$ cat src/core/pp_pkg.sv
// Shared constants, types and register map of the parallel port controller.
`default_nettype none
package pp_pkg;
   // ----------------------------------------------------------------
   // Register offsets relative to the I/O base
   // ----------------------------------------------------------------
   localparam logic [15:0] OFF_DATA = 16'h0000;
   localparam logic [15:0] OFF_STATUS = 16'h0001;
   localparam logic [15:0] OFF_CONTROL = 16'h0002;
   localparam logic [15:0] OFF_EPP_ADDR = 16'h0003;
   localparam logic [15:0] OFF_EPP_DATA0 = 16'h0004;
   localparam logic [15:0] OFF_EPP_DATA3 = 16'h0007;
   localparam logic [15:0] OFF_FIFO = 16'h0400;
   localparam logic [15:0] OFF_CFGB = 16'h0401;
   localparam logic [15:0] OFF_ECR = 16'h0402;

   // ----------------------------------------------------------------
   // Field positions and reset values
   // ----------------------------------------------------------------
   localparam int CTL_DIR_BIT = 5;
   localparam int CTL_STROBE_BIT = 0;
   localparam int CTL_AUTOFD_BIT = 1;
   localparam int CTL_INIT_BIT = 2;
   localparam int CTL_SELIN_BIT = 3;
   localparam int STAT_CYCLE_TIMEOUT_FLAG_BIT = 0;
   localparam int ECR_MODE_LSB = 5;
   localparam int CFGB_IRQ_LSB = 3;
   localparam logic [5:0] CTL_RESET = 6'h00;
   localparam logic [1:0] CTL_RSVD_READ = 2'h3;
   localparam logic [7:0] ECR_RESET = 8'h15;
   localparam logic [2:0] CFGB_RESET = 3'h0;
   localparam logic [2:0] ONES3 = 3'h7;
   localparam logic [1:0] ONES2 = 2'h3;
   localparam logic [7:0] CFGA_VALUE = 8'h10;

   // ----------------------------------------------------------------
   // Timing at a 10 ns clock
   // ----------------------------------------------------------------
   localparam int CLK_PERIOD_NS = 10;
   localparam int EPP_TIMEOUT_NS = 10000;
   localparam int EPP_TIMEOUT_CYC = EPP_TIMEOUT_NS / CLK_PERIOD_NS;
   localparam logic [9:0] WDOG_LAST = 10'(EPP_TIMEOUT_CYC - 1);
   localparam int STB_MIN_NS = 500;
   localparam int STB_CYC = (STB_MIN_NS + CLK_PERIOD_NS - 1) / CLK_PERIOD_NS;
   localparam logic [5:0] STB_LAST = 6'(STB_CYC - 1);

   // ----------------------------------------------------------------
   // FIFO geometry: 8 data bits plus the address/command tag
   // ----------------------------------------------------------------
   localparam int FIFO_AW = 4;
   localparam int FIFO_W = 9;

   typedef enum logic [2:0] {
      MODE_SPP = 3'h0,
      MODE_BIDIR = 3'h1,
      MODE_COMPAT_DATA_FIFO = 3'h2,
      MODE_ECP = 3'h3,
      MODE_EPP = 3'h4,
      MODE_RSVD = 3'h5,
      MODE_TEST = 3'h6,
      MODE_CONFIG = 3'h7
   } mode_t;

   // Gray codes along idle -> setup -> strobe -> release; on the EPP path only idle -> hold -> active steps one bit
   typedef enum logic [3:0] {
      S_IDLE = 4'h0,
      S_FWD_SET = 4'h1,
      S_FWD_STB = 4'h3,
      S_FWD_REL = 4'h2,
      S_EPP_HOLD = 4'h4,
      S_EPP_ACT = 4'h5,
      S_REV_ACK = 4'h8,
      S_REV_PUSH = 4'hC
   } state_t;

   typedef struct packed {
      logic rd;
      logic wr;
      logic [15:0] addr;
      logic [7:0] wdata;
   } io_req_t;

   typedef struct packed {
      logic peer_hold_n;
      logic peer_acknowledge_n;
      logic paper_error_in;
      logic select_in;
      logic peer_fault_n;
   } peer_in_t;

   typedef struct packed {
      logic data_cycle_strobe_n;
      logic cycle_direction_n;
      logic address_cycle_strobe_n;
      logic init_n;
   } lines_t;
endpackage : pp_pkg
`default_nettype wire

$ cat src/core/epp_ecp_parallel_port.sv
// Multi-mode parallel port: register map, EPP cycles, ECP/compat FIFO transfers.
//
// Functional notes
// - EPP idle: control register drives lines, direction
// - Abort EPP cycle after 10 us wait
// - Timeout sets status bit 0
// - Address cycle selects, data cycles follow
// - Four EPP cycles, address/data strobes
// - New variant: strobe while wait low
// - New variant: hold off while wait high
// - Old variant: start blind, end on rise
// - One shared 16-byte FIFO, both directions
// - DMA in forward and reverse ECP
// - Run-length expand received ECP data
// - Compatibility handshake done in hardware
// - Mode from extended control bits 7-5
// - EPP mode needs chip option enable
// - Base-relative register decode
// - Data latch drives lines, read pins
// - Address FIFO byte tagged, forward only
// - Status: inverted busy, inputs, ones
// - Write one clears timeout flag
// - Modes 000/010 ignore direction bit
// - Configuration A reads constant 10h
`default_nettype none
module epp_ecp_parallel_port (
   // Clock and reset
   input wire logic mclk,
   input wire logic sys_rst,
   // Host I/O access, request held until io_ack
   input wire pp_pkg::io_req_t io_req,
   input wire logic [15:0] io_base,
   output logic [7:0] io_rdata,
   output logic io_ack,
   // DMA channel
   output logic dma_req,
   input wire logic dma_ack,
   input wire logic [7:0] dma_wdata,
   output logic [7:0] dma_rdata,
   // Chip options
   input wire logic epp_option_en,
   input wire logic epp_v19_sel,
   // Cable side
   input wire logic [7:0] port_data_lines_in,
   output logic [7:0] port_data_lines_out,
   output logic port_data_lines_oe,
   input wire pp_pkg::peer_in_t peer,
   output pp_pkg::lines_t lines
);
   // ----------------------------------------------------------------
   // State
   // ----------------------------------------------------------------
   typedef struct packed {
      pp_pkg::state_t st;
      logic [7:0] pd;
      logic pd_oe;
      logic [5:0] ctl;
      logic [2:0] mode;
      logic [2:0] ecr_lo;
      logic [2:0] cfgb;
      logic cycle_timeout_flag;
      logic [pp_pkg::FIFO_AW:0] wp;
      logic [pp_pkg::FIFO_AW:0] rp;
      logic avail;
      logic [9:0] wdog;
      logic hold_seen;
      logic is_addr;
      logic is_read;
      logic tag;
      logic [6:0] rle;
      logic [7:0] rx;
      logic rx_cmd;
      logic [5:0] tcnt;
      logic [7:0] rdata;
      logic ack;
      pp_pkg::lines_t lines;
   } state_s_t;

   state_s_t s_r;
   state_s_t s_nxt;
   logic mem_we;
   logic [pp_pkg::FIFO_W-1:0] mem_wd;
   logic [pp_pkg::FIFO_W-1:0] mem_rd;

   pp_fifo_mem u_fifo (
      .mclk(mclk),
      .we(mem_we),
      .waddr(s_r.wp[pp_pkg::FIFO_AW-1:0]),
      .wdata(mem_wd),
      .raddr(s_r.rp[pp_pkg::FIFO_AW-1:0]),
      .rdata(mem_rd)
   );

   // ----------------------------------------------------------------
   // Decode helpers
   // ----------------------------------------------------------------
   pp_pkg::mode_t mode;
   logic [15:0] off;
   logic eff_epp;
   logic full;
   logic empty;
   logic fwd;
   logic rev;
   logic epp_busy;
   logic take;
   logic fifo_host;

   assign mode = pp_pkg::mode_t'(s_r.mode);
   assign off = io_req.addr - io_base;
   assign eff_epp = (mode == pp_pkg::MODE_EPP) && epp_option_en;
   assign full = (s_r.wp[pp_pkg::FIFO_AW] != s_r.rp[pp_pkg::FIFO_AW]) &&
                 (s_r.wp[pp_pkg::FIFO_AW-1:0] == s_r.rp[pp_pkg::FIFO_AW-1:0]);
   assign empty = (s_r.wp == s_r.rp);
   assign fwd = (mode == pp_pkg::MODE_COMPAT_DATA_FIFO) || ((mode == pp_pkg::MODE_ECP) && !s_r.ctl[pp_pkg::CTL_DIR_BIT]);
   assign rev = (mode == pp_pkg::MODE_ECP) && s_r.ctl[pp_pkg::CTL_DIR_BIT];
   assign epp_busy = (s_r.st == pp_pkg::S_EPP_HOLD) || (s_r.st == pp_pkg::S_EPP_ACT);
   assign fifo_host = fwd || rev || (mode == pp_pkg::MODE_TEST);
   // A FIFO read waits until the registered read data is fresh
   assign take = (io_req.rd || io_req.wr) && !s_r.ack && !epp_busy &&
                 !(io_req.rd && off == pp_pkg::OFF_FIFO && fifo_host && !empty && !s_r.avail);
   // DMA is a combinational handshake; host access wins a shared cycle
   assign dma_req = s_r.ecr_lo[1] && ((fwd && !full) || (rev && !empty && s_r.avail));

   // ----------------------------------------------------------------
   // Next-state logic
   // ----------------------------------------------------------------
   always_comb begin
      logic pop;
      logic dacc;
      pop = 1'b0;
      s_nxt = s_r;
      s_nxt.ack = 1'b0;
      mem_we = 1'b0;
      mem_wd = '0;
      dacc = dma_req && dma_ack && !take;

      // Host register access, one-cycle answer except EPP cycles
      if (take) begin
         s_nxt.ack = 1'b1;
         s_nxt.rdata = 8'h00;
         if (off == pp_pkg::OFF_DATA) begin
            if (mode == pp_pkg::MODE_SPP || mode == pp_pkg::MODE_BIDIR || eff_epp) begin
               if (io_req.wr) begin
                  s_nxt.pd = io_req.wdata;
               end
               s_nxt.rdata = port_data_lines_in;
            end else if (mode == pp_pkg::MODE_ECP && io_req.wr && !rev && !full) begin
               mem_we = 1'b1;
               mem_wd = {1'b1, io_req.wdata};
            end
         end else if (off == pp_pkg::OFF_STATUS) begin
            if (io_req.wr && io_req.wdata[pp_pkg::STAT_CYCLE_TIMEOUT_FLAG_BIT]) begin
               s_nxt.cycle_timeout_flag = 1'b0;
            end
            // Timeout bit is only meaningful in EPP mode
            s_nxt.rdata = {~peer.peer_hold_n, peer.peer_acknowledge_n, peer.paper_error_in,
                           peer.select_in, peer.peer_fault_n, pp_pkg::ONES2,
                           eff_epp ? s_r.cycle_timeout_flag : 1'b1};
         end else if (off == pp_pkg::OFF_CONTROL) begin
            if (io_req.wr) begin
               s_nxt.ctl = io_req.wdata[5:0];
            end
            s_nxt.rdata = {pp_pkg::CTL_RSVD_READ, s_r.ctl};
         end else if (off >= pp_pkg::OFF_EPP_ADDR && off <= pp_pkg::OFF_EPP_DATA3 && eff_epp) begin
            // Launch one of the four EPP cycles; answer comes at its end
            s_nxt.ack = 1'b0;
            s_nxt.is_addr = (off == pp_pkg::OFF_EPP_ADDR);
            s_nxt.is_read = io_req.rd;
            if (io_req.wr) begin
               s_nxt.pd = io_req.wdata;
            end
            s_nxt.wdog = '0;
            s_nxt.hold_seen = 1'b0;
            s_nxt.st = epp_v19_sel ? pp_pkg::S_EPP_HOLD : pp_pkg::S_EPP_ACT;
         end else if (off == pp_pkg::OFF_FIFO) begin
            if (mode == pp_pkg::MODE_CONFIG) begin
               s_nxt.rdata = pp_pkg::CFGA_VALUE;
            end else if (fifo_host) begin
               if (io_req.wr && !rev && !full) begin
                  mem_we = 1'b1;
                  mem_wd = {1'b0, io_req.wdata};
               end
               if (io_req.rd && !fwd && !empty) begin
                  pop = 1'b1;
                  s_nxt.rdata = mem_rd[7:0];
               end
            end
         end else if (off == pp_pkg::OFF_CFGB) begin
            if (mode == pp_pkg::MODE_CONFIG) begin
               if (io_req.wr) begin
                  s_nxt.cfgb = io_req.wdata[pp_pkg::CFGB_IRQ_LSB +: 3];
               end
               s_nxt.rdata = {2'h0, s_r.cfgb, pp_pkg::ONES3};
            end
         end else if (off == pp_pkg::OFF_ECR) begin
            if (io_req.wr) begin
               s_nxt.mode = io_req.wdata[pp_pkg::ECR_MODE_LSB +: 3];
               s_nxt.ecr_lo = io_req.wdata[4:2];
               // Falling back to a plain mode discards queued bytes
               if (io_req.wdata[7:6] == 2'h0) begin
                  s_nxt.wp = '0;
                  s_nxt.rp = '0;
               end
            end
            s_nxt.rdata = {s_r.mode, s_r.ecr_lo, full, empty};
         end
      end

      // DMA data moves through the same FIFO
      if (dacc) begin
         if (fwd) begin
            mem_we = 1'b1;
            mem_wd = {1'b0, dma_wdata};
         end else begin
            pop = 1'b1;
            s_nxt.rdata = mem_rd[7:0];
         end
      end

      // Transfer sequencer
      unique case (s_r.st)
         pp_pkg::S_IDLE: begin
            if (fwd && !empty && s_r.avail && !pop) begin
               s_nxt.pd = mem_rd[7:0];
               s_nxt.tag = mem_rd[8];
               pop = 1'b1;
               s_nxt.tcnt = '0;
               s_nxt.st = pp_pkg::S_FWD_SET;
            end else if (rev && !peer.peer_acknowledge_n && !full) begin
               // Peripheral clock low: latch byte, busy low marks a command
               s_nxt.rx = port_data_lines_in;
               s_nxt.rx_cmd = !peer.peer_hold_n;
               s_nxt.st = pp_pkg::S_REV_ACK;
            end
         end
         pp_pkg::S_FWD_SET: begin
            s_nxt.tcnt = s_r.tcnt + 6'h01;
            if (s_r.tcnt == pp_pkg::STB_LAST) begin
               s_nxt.tcnt = '0;
               s_nxt.st = pp_pkg::S_FWD_STB;
            end
         end
         pp_pkg::S_FWD_STB: begin
            if (s_r.tcnt != pp_pkg::STB_LAST) begin
               s_nxt.tcnt = s_r.tcnt + 6'h01;
            end
            // ECP waits for busy to rise; compat holds the strobe 0.5 us
            if ((mode == pp_pkg::MODE_ECP) ? peer.peer_hold_n : (s_r.tcnt == pp_pkg::STB_LAST)) begin
               s_nxt.st = pp_pkg::S_FWD_REL;
            end
         end
         pp_pkg::S_FWD_REL: begin
            if (!peer.peer_hold_n) begin
               s_nxt.st = pp_pkg::S_IDLE;
            end
         end
         pp_pkg::S_REV_ACK: begin
            if (peer.peer_acknowledge_n) begin
               if (s_r.rx_cmd && !s_r.rx[7]) begin
                  s_nxt.rle = s_r.rx[6:0];
                  s_nxt.st = pp_pkg::S_IDLE;
               end else begin
                  s_nxt.st = pp_pkg::S_REV_PUSH;
               end
            end
         end
         pp_pkg::S_REV_PUSH: begin
            if (!full) begin
               mem_we = 1'b1;
               mem_wd = {s_r.rx_cmd, s_r.rx};
               // Data byte is written count plus one times
               if (s_r.rx_cmd || s_r.rle == 7'h00) begin
                  s_nxt.st = pp_pkg::S_IDLE;
               end else begin
                  s_nxt.rle = s_r.rle - 7'h01;
               end
            end
         end
         pp_pkg::S_EPP_HOLD: begin
            s_nxt.wdog = s_r.wdog + 10'h001;
            if (!peer.peer_hold_n) begin
               s_nxt.st = pp_pkg::S_EPP_ACT;
            end
         end
         pp_pkg::S_EPP_ACT: begin
            s_nxt.wdog = s_r.wdog + 10'h001;
            s_nxt.hold_seen = s_r.hold_seen || !peer.peer_hold_n;
            // Old variant needs a full low-to-high transition of wait
            if (peer.peer_hold_n && (epp_v19_sel || s_r.hold_seen)) begin
               s_nxt.st = pp_pkg::S_IDLE;
               s_nxt.ack = 1'b1;
               s_nxt.rdata = port_data_lines_in;
            end
         end
         default: begin
            s_nxt.st = pp_pkg::S_IDLE;
         end
      endcase

      // Watchdog expiry aborts the cycle; set wins over a clear
      if (epp_busy && s_r.wdog == pp_pkg::WDOG_LAST && s_nxt.st != pp_pkg::S_IDLE) begin
         s_nxt.st = pp_pkg::S_IDLE;
         s_nxt.cycle_timeout_flag = 1'b1;
         s_nxt.ack = 1'b1;
         s_nxt.rdata = port_data_lines_in;
      end

      if (mem_we) begin
         s_nxt.wp = s_nxt.wp + 5'h01;
      end
      if (pop) begin
         s_nxt.rp = s_nxt.rp + 5'h01;
      end
      // Read data is stale for one edge after any pointer movement
      s_nxt.avail = !mem_we && !pop && (s_nxt.wp != s_nxt.rp);

      // Cable lines follow the control register outside active cycles
      s_nxt.lines.data_cycle_strobe_n = ~s_nxt.ctl[pp_pkg::CTL_STROBE_BIT];
      s_nxt.lines.cycle_direction_n = ~s_nxt.ctl[pp_pkg::CTL_AUTOFD_BIT];
      s_nxt.lines.address_cycle_strobe_n = ~s_nxt.ctl[pp_pkg::CTL_SELIN_BIT];
      s_nxt.lines.init_n = s_nxt.ctl[pp_pkg::CTL_INIT_BIT];
      if (mode == pp_pkg::MODE_SPP || mode == pp_pkg::MODE_COMPAT_DATA_FIFO) begin
         s_nxt.pd_oe = 1'b1;
      end else begin
         s_nxt.pd_oe = ~s_nxt.ctl[pp_pkg::CTL_DIR_BIT];
      end
      unique case (s_nxt.st)
         pp_pkg::S_EPP_HOLD: begin
            s_nxt.lines.cycle_direction_n = s_nxt.is_read;
            s_nxt.pd_oe = !s_nxt.is_read;
         end
         pp_pkg::S_EPP_ACT: begin
            s_nxt.lines.cycle_direction_n = s_nxt.is_read;
            s_nxt.pd_oe = !s_nxt.is_read;
            if (s_nxt.is_addr) begin
               s_nxt.lines.address_cycle_strobe_n = 1'b0;
            end else begin
               s_nxt.lines.data_cycle_strobe_n = 1'b0;
            end
         end
         pp_pkg::S_FWD_SET, pp_pkg::S_FWD_REL: begin
            s_nxt.lines.data_cycle_strobe_n = 1'b1;
            s_nxt.lines.cycle_direction_n = (mode == pp_pkg::MODE_ECP) ? !s_nxt.tag : 1'b1;
         end
         pp_pkg::S_FWD_STB: begin
            s_nxt.lines.data_cycle_strobe_n = 1'b0;
            s_nxt.lines.cycle_direction_n = (mode == pp_pkg::MODE_ECP) ? !s_nxt.tag : 1'b1;
         end
         pp_pkg::S_REV_ACK: begin
            s_nxt.lines.cycle_direction_n = 1'b1;
         end
         default: begin
         end
      endcase
   end

   // ----------------------------------------------------------------
   // State register
   // ----------------------------------------------------------------
   always_ff @(posedge mclk or posedge sys_rst) begin
      if (sys_rst) begin
         s_r <= '0;
         s_r.ctl <= pp_pkg::CTL_RESET;
         s_r.mode <= pp_pkg::ECR_RESET[7:5];
         s_r.ecr_lo <= pp_pkg::ECR_RESET[4:2];
         s_r.cfgb <= pp_pkg::CFGB_RESET;
         s_r.pd_oe <= 1'b1;
         s_r.lines <= 4'hE;
      end else begin
         s_r <= s_nxt;
      end
   end

   assign io_rdata = s_r.rdata;
   assign io_ack = s_r.ack;
   assign dma_rdata = s_r.rdata;
   assign port_data_lines_out = s_r.pd;
   assign port_data_lines_oe = s_r.pd_oe;
   assign lines = s_r.lines;
endmodule : epp_ecp_parallel_port
`default_nettype wire

$ cat src/core/pp_fifo_mem.sv
// Storage of the shared 16-entry byte FIFO with a registered read port.
`default_nettype none
module pp_fifo_mem (
   // Clock
   input wire logic mclk,
   // Write port
   input wire logic we,
   input wire logic [pp_pkg::FIFO_AW-1:0] waddr,
   input wire logic [pp_pkg::FIFO_W-1:0] wdata,
   // Read port
   input wire logic [pp_pkg::FIFO_AW-1:0] raddr,
   output logic [pp_pkg::FIFO_W-1:0] rdata
);
   logic [pp_pkg::FIFO_W-1:0] mem [0:(1<<pp_pkg::FIFO_AW)-1];

   // No reset on the array; read data lags the address by one edge
   always_ff @(posedge mclk) begin
      if (we) begin
         mem[waddr] <= wdata;
      end
      rdata <= mem[raddr];
   end
endmodule : pp_fifo_mem
`default_nettype wire

$ cat config.mk
export PLATFORM = sky130hd
export DESIGN_NAME = epp_ecp_parallel_port
export DESIGN_NICKNAME = d
export VERILOG_FILES = /design/src/core/pp_pkg.sv /design/src/core/epp_ecp_parallel_port.sv /design/src/core/pp_fifo_mem.sv
export SDC_FILE = /design/constraint.sdc
export NUM_CORES = 1
export LEC_CHECK = 0
export ABC_AREA = 0
export BUFFER_PORTS_ARGS = -buffer_cell sky130_fd_sc_hd__buf_2
export CORE_ASPECT_RATIO = 0.6
export CORE_MARGIN = 5
export CORE_UTILIZATION = 45
export CTS_BUF_LIST = sky130_fd_sc_hd__clkbuf_8
export CTS_CLUSTER_DIAMETER = 200
export CTS_CLUSTER_SIZE = 25
export DETAILED_ROUTE_END_ITERATION = 8
export PLACE_DENSITY = 0.66
export SYNTH_ARGS = -nofsm -noshare
export SYNTH_HDL_FRONTEND = slang
export SYNTH_SLANG_ARGS = --single-unit
$ cat constraint.sdc
create_clock -name mclk -period 9.5 [get_ports mclk]
set_input_delay 0.475 -clock mclk [delete_from_list [all_inputs] [get_ports mclk]]
set_output_delay 0.475 -clock mclk [all_outputs]
set_load 0.02 [all_outputs]
# == Word-level counts from Yosys, hierarchy flattened ==
# Memories as Yosys holds them, arrays and structs flattened. A register that Yosys moved wholly into a read port is not among the register bits.
# Cells that the tools add are included.
# word_totals
ff_bits,89
latch_bits,0
ram_bits,144
rom_bits,0
in_bits,68
output_inout_bits,31
elab_cells,335
mem_count,1
# op_classes
n_addsub,6
mul,0
n_div,0
order_cmp,2
n_eq_ne,45
n_shift,0
mux,146
n_bitwise,12
n_reduce_logical,96
# memory_table
memory,words,word_bits,read_ports,rd_ports_with_merged_regs,wr,line,source
u_fifo.mem,16,9,1,1,1,pp_fifo_mem.sv:14,logic [pp_pkg::FIFO_W-1:0] mem [0:(1<<pp_pkg::FIFO_AW)-1];
# ops
op,count
$mux W8,25
$mux W9,15
$mux W10,9
$mux W13,5
$mux W6,9
$mux W26,2
$mux W4,13
$mux W1,49
$eq A16 B11 Y1 const B,3
$mux W12,4
$logic_and A1 B1 Y1,38
$eq A16 B2 Y1 const B,2
$pmux W4 S8,1
$mux W7,4
$ne A2 B2 Y1 const B,12
$reduce_and A5 Y1,4
$logic_not A1 Y1,18
$pmux W6 S3,1
$reduce_and A9 Y1,2
$eq A16 B1 Y1 const B,1
$eq A4 B2 Y1 const B,4
$eq A4 B3 Y1 const B,4
$ge A16 B2 Y1 const B,1
$le A16 B3 Y1 const B,1
other kinds (37),80

# == Longest topological paths before layout ==
# Gate-level depths: netlist (run 1).
# logic_depth
word_depth,27
depth_mapped,20
depth_no_buf,19

# == Hierarchy ==
# Synthesis (run 1) repeated with hierarchy kept, for this count alone.
# hier_totals
cells_unflattened,1061
area_unflattened_um2,12522.0
# modules_own_cells
module,n_inst,cells_each,area_per_inst_um2,seq_area_each_um2
epp_ecp_parallel_port,1,807,6741.5,2209.6
pp_fifo_mem,1,254,5780.5,4504.3

# == Worst setup path after synthesis (run 1) ==
# No wires, ideal clock.
# synth_path
path_kind,input -> register
start,in io_req[8] (netlist name)
end,mem u_fifo.mem[8][0] (netlist name) (enable)
setup_time_ps,387
arrival_ps,4228
path_slack_ps,4885
path_stages,14
n_path_buf,1
cell_sequence,inv_1 ha_1 fa_1 nand2b_1 a211oi_2 o21ai_1 a2111oi_4 nand4_4 or3_4 clkbuf_1 o31ai_2 and2_1 nand2_1 nor3_1
# synth_between
elab_chain_len,15
elab_cells_between_ends,29
# synth_rtl
element,line,source
start: declaration,epp_ecp_parallel_port.sv:31,"input wire pp_pkg::io_req_t io_req,"
$sub A16 B16 Y16 *,epp_ecp_parallel_port.sv:109,assign off = io_req.addr - io_base;
$ge A16 B2 Y1 (tied with other cells),epp_ecp_parallel_port.sv:164,end else if (off >= pp_pkg::OFF_EPP_ADDR && off <= pp_pkg::OFF_EPP_DATA3 && eff_epp) begin
"$logic_and A1 B1 Y1, on equally long branches (2 in series)","epp_ecp_parallel_port.sv:164, epp_ecp_parallel_port.sv:120",
$mux W1 or $logic_and A1 B1 Y1 (tied branches),"epp_ecp_parallel_port.sv:164, epp_ecp_parallel_port.sv:120",
$mux W1 or $logic_and A1 B1 Y1 (tied branches),"epp_ecp_parallel_port.sv:159, epp_ecp_parallel_port.sv:120",
$mux W1 or $logic_not A1 Y1 (tied branches),"epp_ecp_parallel_port.sv:151, epp_ecp_parallel_port.sv:120",
$mux W1 or $logic_and A1 B1 Y1 (tied branches),"epp_ecp_parallel_port.sv:141, epp_ecp_parallel_port.sv:119",
$mux W1 or $logic_not A1 Y1 (tied branches),"epp_ecp_parallel_port.sv:138, epp_ecp_parallel_port.sv:135",
$mux W1 or $logic_and A1 B1 Y1 (tied branches),"epp_ecp_parallel_port.sv:211, epp_ecp_parallel_port.sv:135",
$mux W1 *,epp_ecp_parallel_port.sv:210,if (dacc) begin
$mux W1,epp_ecp_parallel_port.sv:268,if (!full) begin
$mux W1 *,epp_ecp_parallel_port.sv:221,unique case (s_r.st)
$mux W1 *,pp_fifo_mem.sv:18,if (we) begin
$mux W1 (implied by the code) *,pp_fifo_mem.sv:19,mem[waddr] <= wdata;
end: declaration,pp_fifo_mem.sv:14,
# Every way passes the cells marked *; elsewhere a longest branch is shown, timed or not.

# == Worst setup path in the final report (run 1) ==
# layout_path
start,reg s_r[50] (netlist name)
end,mem u_fifo.mem[4][2] (netlist name) (enable)
# layout_between
elab_chain_len,19
elab_cells_between_ends,36
# layout_rtl
element,line,source
start: declaration,epp_ecp_parallel_port.sv:79,state_s_t s_r;
start signal: assignment,epp_ecp_parallel_port.sv:370,s_r <= s_nxt;
$eq A4 B4 Y1,epp_ecp_parallel_port.sv:112,(s_r.wp[pp_pkg::FIFO_AW-1:0] == s_r.rp[pp_pkg::FIFO_AW-1:0]);
$logic_and A1 B1 Y1,epp_ecp_parallel_port.sv:111,assign full = (s_r.wp[pp_pkg::FIFO_AW] != s_r.rp[pp_pkg::FIFO_AW]) &&
$logic_not A1 Y1,-,
$logic_and A1 B1 Y1,epp_ecp_parallel_port.sv:179,if (io_req.wr && !rev && !full) begin
$mux W1,epp_ecp_parallel_port.sv:179,
$mux W1,epp_ecp_parallel_port.sv:178,end else if (fifo_host) begin
$mux W1,epp_ecp_parallel_port.sv:176,if (mode == pp_pkg::MODE_CONFIG) begin
$mux W1,epp_ecp_parallel_port.sv:175,end else if (off == pp_pkg::OFF_FIFO) begin
(+3 left out),-,
$mux W1,epp_ecp_parallel_port.sv:141,if (off == pp_pkg::OFF_DATA) begin
$mux W1,epp_ecp_parallel_port.sv:138,if (take) begin
$mux W1,epp_ecp_parallel_port.sv:211,if (fwd) begin
$mux W1,epp_ecp_parallel_port.sv:210,
$mux W1,epp_ecp_parallel_port.sv:268,
$mux W1 *,epp_ecp_parallel_port.sv:221,
$mux W1 *,pp_fifo_mem.sv:18,
$mux W1 (implied by the code) *,pp_fifo_mem.sv:19,
# Marks and branches as above.

==> summary.md, run 1 <==
| Metric | Value |
|---|---|
| Area contributors post-synth | `edfxtp_1 (34%), dfrtp_1 (16%), mux4_2 (7.9%)` |
| Post-Synthesis Cells | `1096` |
| IO Port Bufs | `98` |
| Clock skew | `0.0319 ns` |
| Total global routing overflow | `0` |
| Longest Clk Path Bufs | `3` |
| Final min period | `5.34 ns` |
| CP required | `9.63 ns` |
| Share of cells above drive strength 1 | `21.1%` |
| GPL Wtd Cong | `0.993` |
| Power, Total | `2.24 mW` |
| LEAKAGE | `4.91 nW` |
| Cell area after layout | `13700 um2` |
| TritonCTS clock tree | `built` |
| Synth area leader | `edfxtp_1` |
| Post-route insts no fill | `1521` |
| Area after DPL | `13500 um2` |
| Clock tree root driver cell | `clkbuf_8` |
| Filler cell count | `2460` |
| XOR/XNOR Fraction of Synth Area | `1.23%` |
| Number of remaining DRC errors | `0` |
| Yosys cell types | `90` |
| Synth cell count leaders | `edfxtp_1 (144), nor2_1 (94), dfrtp_1 (82)` |
| Initial core utilization | `46.1%` |
| Routed wire length | `35.3 mm` |
| Pwr dens | `163 nW/um2` |
| Die X | `228 um` |
| First-pass detailed-route iteration total | `5` |
| Post-synth EDFFs | `144` |
| Peak supply drop | `0.106 mV` |
| Fmax | `0.187 GHz` |
| Critical-path maximum fanout | `39` |
| Largest family of logic cells by synthesized area | `simple AND/OR/NAND/NOR gates` |
| Slowest cell delay on critical path | `1.11 ns` |
| Final net count | `1239` |
| Post-synthesis compound-gate area fraction | `13.2%` |
| TNS Setup | `0 ns` |
| Clock sinks | `241` |
| Global-route wire length before repair | `53.6 mm` |
| Initial antenna violation count | `0` |
| WL per Instance | `23.2 um` |
| Cell-by-cell trace of the critical path | `buf_4 > xor2_1 > or4_1 > o21ai_1 > a2111oi_0 > a21boi_1 > o31ai_2 > nand3_1 > nor3_2` |
| Multi-input logic area | `5590 um2` |
| Reg area | `6720 um2` |
| Yosys top cell area share | `33.7%` |
| Hold buffer count at cts | `0` |
| Hold/Removal Path Class | `input port to asynchronous set/reset pin` |
| Synthesized flop and latch total | `241` |
| Clock Pin Slew Worst Setup and Hold Paths | `0.16 ns` |
| Max-Cap Viols | `0` |
| Final setup fails | `0` |
| Row Count | `47` |
| Adder-cell share of the synthesized area | `2.30%` |
| Detailed Route Iter0 Violations | `1137` |
| Seq/Total Area, Yosys | `52.4%` |
| Critical path data arrival time | `5.48 ns` |
| Post-DP HPWL | `26.6 mm` |
| Syn nets | `1187` |
| Setup slack, reg-to-reg | `4.16 ns` |
| Critical path startpoint category | `flop` |
| YS warnings | `0` |
| Mux cell area share after synthesis | `12.7%` |
| CTS H-tree lvls | `1` |
| Core area | `27800 um2` |
| Syn Area/Cell | `11.7 um2` |
| Post-Syn Area | `12800 um2` |
| Primary FF master, synth | `edfxtp_1` |
| Vias in the first global route | `8570` |
| Vias | `9390` |
| Clk_lat worst skew | `0.53 ns` |
| Ys async rst share | `36.5%` |
| Detail-routed via count per cell | `6.17` |
| I/O Pins | `99` |
| ANT cells | `0` |
| CP max-delay cell | `a2111oi_0` |
| Post-DRT Antenna Nets | `0` |
| Rel. slew slack | `8.14%` |
| Final worst path period share | `56.2%` |
| Die ar. | `32100 um2` |
| Status | `finished clean` |
| Count leader, synth | `edfxtp_1` |
| Post-Synth Simple-Gate Area | `14.1%` |
| Setup bufs post-CTS | `0` |
| RSZ-0062 raised after global routing | `false` |
| Fin. Hold Viols | `0` |
| CTS Buf Count | `13` |
| Worst Path Class, Setup | `flop to flop` |
| Area Overhead vs Synth | `7.00%` |
| Final Slew Violations | `0` |
| Buffer and inverter count on the worst path | `1` |
| Post-CTS resize count | `0` |
| Largest net degree at the start of global routing | `51` |
| Crit path capture type | `flop` |
| Delay-heaviest family, CP | `compound AO/OA/AOI/OAI gates` |
| Die height | `141 um` |
| # placed instances | `1500` |
| Gr usage total | `21.5%` |
| Worst-Margin Slew | `1.38 ns` |
area by class of cell:
type	instances	share of cell area (%)
clock inverters	8	0.274
multi-input cells	743	40.7
clock buffers	13	1.30
repair buffers	113	4.40
inverters	36	0.994
flip-flops and latches	241	48.9
well taps	367	3.35
worst reg2reg max path: stages (launching register included):
cell	delay, ns
dfrtp_2	0.37
buf_4	0.59
xor2_1	0.35
or4_1	0.29
o21ai_1	0.26
a2111oi_0	1.11
a21boi_1	0.39
o31ai_2	0.27
nand3_1	0.27
nor3_2	1.05
cell usage in the layout, fill, tap and decap left out, types with 21 or more instances in the layout:
master    synthesis  layout
nor2_1           94      94
dfrtp_1          82      81
o21ai_0          68      68
buf_2             5      98
mux4_2           45      45
a21oi_1          37      37
inv_1            35      41
nand2_1          78      78
nand3_1          33      33
nor3_1           25      21
edfxtp_1        144     144
mux2_2           28      28
ha_1             22      22
stage by stage:
stage / hold WS (ns) / utilization (%) / setup slack, ns
3_3_place_gp: 0.471 / 48.5 / 4.30
6_report: 0.0714 / 49.3 / 4.16
4_1_cts: 0.0861 / 49.3 / 4.32
5_1_grt: 0.126 / 49.3 / 3.83
2_1_floorplan: 0.434 / - / 4.88
3_5_place_dp: 0.481 / 48.5 / 4.14
where the power goes:
part / leakage, nW / internal [mW] / switching (mW) / total, mW
Sequential: 2.27 / 1.17 / 0.0880 / 1.26
Clock: 0.137 / 0.133 / 0.315 / 0.448
Combinational: 2.50 / 0.192 / 0.338 / 0.529
kinds of logic after synthesis:
logic type / count (synthesis)
buffers and inverters: 112
muxes: 100
adders and majority gates: 23
DFF: 241
and+or+nand+nor: 353
AOI/OAI and AO/OA: 249
xor gates and xnor gates: 18
metal layers:
layer  up-vias  track usage (%)  wire [um]
met2       478             27.5      13400
met5         -                0          0
met3        36             7.21       4470
li1       4247                -          -
met4         0             2.42        389
met1      4629             35.6      17000
final timing paths:
kind / startpoint / to / cells after the start
min in group mclk: peer[4] / s_r[19] / 2
worst min-delay path: sys_rst / s_r[32] / 2
worst max-delay path: s_r[50] / u_fifo.mem[4][2] / 9
worst min register to register: s_r[48] / s_r[48] / 1
max in group asynchronous: sys_rst / s_r[50] / 3
worst max register to register: s_r[50] / u_fifo.mem[4][2] / 9
registers in the layout, indices dropped and copies added (netlist names):
register / cells
mode: 3
u_fifo.mem: 144
port_data_lines_oe: 1
port_data_lines_out: 8
u_fifo.rdata: 9
io_ack: 1
dma_rdata: 8
lines: 3
s_r: 64
(Power assumes the default switching activity.)
==> run 2, diff against run 1 <==
PLACE_DENSITY = 0.68   (was 0.66)
clock period = 4.6 ns   (was 9.5 ns; I/O delays follow)
==> run 2 against run 1 <==
Effect of this change: utilization up 1.4 points; register-to-register slack lost 3.8 ns; non-clock buffer count grew 52; maximum frequency up 25%; critical path type unchanged; hold slack improved by 0.025 ns; final cell count rose by 3.4%; clock power grew 110%; sequential cell count unchanged.
==> summary.md, run 2 (synthesized netlist as in run 1, its figures left out) <==
| Metric | Value |
|---|---|
| Die X | `228 um` |
| Commonest non-fill, non-tap cells in the layout | `edfxtp_1 (144), buf_2 (98), nor2_1 (94), dfrtp_1 (81), nand2_1 (78)` |
| Max reg flops | `144` |
| Initial antenna violation count | `0` |
| IO Port Bufs | `98` |
| Status | `finished clean` |
| Fin. Hold Viols | `0` |
| Global-route wire length before repair | `55.9 mm` |
| Detailed Route Iter0 Violations | `1051` |
| Routed wire length | `36.5 mm` |
| Clock skew | `0.0217 ns` |
| Top flop regs | `u_fifo.mem x144, s_r x64, u_fifo.rdata x9` |
| Total global routing overflow | `0` |
| Share of cells above drive strength 1 | `23.5%` |
| Hold/Removal Path Class | `input port to flop` |
| Gr usage total | `22.1%` |
| Critical path startpoint category | `flop` |
| Max-Cap Viols | `0` |
| First-pass detailed-route iteration total | `5` |
| WL per Instance | `23.2 um` |
| WHS | `0.0964 ns` |
| Rel. slew slack | `36.1%` |
| Vias | `9681` |
| LEAKAGE | `5.17 nW` |
| Crit path capture type | `flop` |
| Die ar. | `32100 um2` |
| Peak supply drop | `0.218 mV` |
| Area Overhead vs Synth | `10.1%` |
| Setup slack, reg-to-reg | `0.34 ns` |
| CTS H-tree lvls | `1` |
| Hold buffer count at cts | `10` |
| Core area | `27800 um2` |
| Clock Pin Slew Worst Setup and Hold Paths | `0.16 ns` |
| TritonCTS clock tree | `built` |
| Critical path data arrival time | `4.69 ns` |
| Die height | `141 um` |
| Final setup fails | `0` |
| Row Count | `47` |
| Pwr dens | `331 nW/um2` |
| Largest register by flop count | `u_fifo.mem` |
| CTS Buf Count | `13` |
| Slowest cell delay on critical path | `0.78 ns` |
| Final min period | `4.26 ns` |
| Post-DP HPWL | `27.5 mm` |
| Clock tree root driver cell | `clkbuf_8` |
| TNS Setup | `0 ns` |
| Multi-input logic area | `5570 um2` |
| GPL Wtd Cong | `1.02` |
| Initial core utilization | `46.1%` |
| Clock sinks | `241` |
| Clk_lat worst skew | `0.53 ns` |
| Met3 WL | `4.22 mm` |
| Vias in the first global route | `9107` |
| RSZ-0062 raised after global routing | `false` |
| Cell-by-cell trace of the critical path | `xor2_1 > or4_1 > o21ai_1 > o21bai_1 > nor2b_1 > inv_1 > a31oi_2 > o41a_1 > nand2b_4 > mux2_1` |
| Worst Path Class, Setup | `flop to flop` |
| Filler cell count | `2439` |
| Most common cell after layout, fill and taps aside | `edfxtp_1` |
| CP max-delay cell | `nor2b_1` |
| Critical-path maximum fanout | `11` |
| Top sig layer | `met4` |
| I/O Pins | `99` |
| Metal-1 WL | `18.0 mm` |
| Largest net degree at the start of global routing | `54` |
| Reg area | `6720 um2` |
| Detail-routed via count per cell | `6.15` |
| Final Slew Violations | `0` |
| Post-DRT Antenna Nets | `0` |
| Setup bufs post-CTS | `0` |
| ANT cells | `0` |
| CP required | `5.03 ns` |
| Worst-Margin Slew | `0.957 ns` |
| Met2 WL post-DR | `13.9 mm` |
| Longest Clk Path Bufs | `3` |
| Final worst path period share | `92.6%` |
| Final net count | `1291` |
| Post-CTS resize count | `0` |
| Number of remaining DRC errors | `0` |
| Fmax | `0.235 GHz` |
[run 2: worst max-delay path, delay by kind of cell (launching register included)]
family          cells  cell delay, ns
xor+xnor            1            0.18
buf+inv             1            0.16
flops               1            0.50
compound gates      4            1.34
mux                 1            0.35
simple gates        3            1.64
[run 2: final timing paths]
kind | from | end | cells past startpoint
max | s_r[57] | dma_rdata[6] | 10
min | io_req[25] | s_r[36] | 2
max reg2reg | s_r[57] | dma_rdata[6] | 10
min reg2reg | s_r[48] | s_r[48] | 1
max in group asynchronous | sys_rst | s_r[50] | 4
min in group asynchronous | sys_rst | s_r[33] | 3
[run 2: report_power, final]
| part | switching (mW) | total, mW | internal, mW |
|---|---|---|---|
| logic | 0.736 | 1.16 | 0.424 |
| clock network | 0.649 | 0.925 | 0.275 |
| registers | 0.165 | 2.59 | 2.42 |
| total | 1.55 | 4.67 | 3.12 |
[run 2: per-stage QoR]
step | power (mW) | util, % | cell area [um2] | setup WS, ns | instances
global route | 4.89 | 50.8 | 14100 | 0.0100 | 1573
detailed placement | 3.75 | 49.6 | 13800 | 0.339 | 1542
floorplan | 3.44 | - | 12800 | 0.230 | 1096
finish | 4.67 | 50.8 | 14100 | 0.341 | 1573
global placement | 3.73 | 49.6 | 13800 | 0.355 | 1542
CTS | 4.66 | 50.8 | 14100 | 0.437 | 1573
[run 2: per-layer routing]
layer  up-vias  track usage, %
met5         -               0
met4         0            2.96
met3        34            6.43
met2       493            28.4
met1      4804            37.1
li1       4350               -
[run 2: layout make-up]
cell class / count / area share [%]
sequential: 241 / 47.6
clock buffer: 13 / 1.27
inverter: 36 / 0.966
clock inverter: 8 / 0.266
multi-input combinational: 743 / 39.5
timing repair buffer: 165 / 7.21
tap: 367 / 3.25
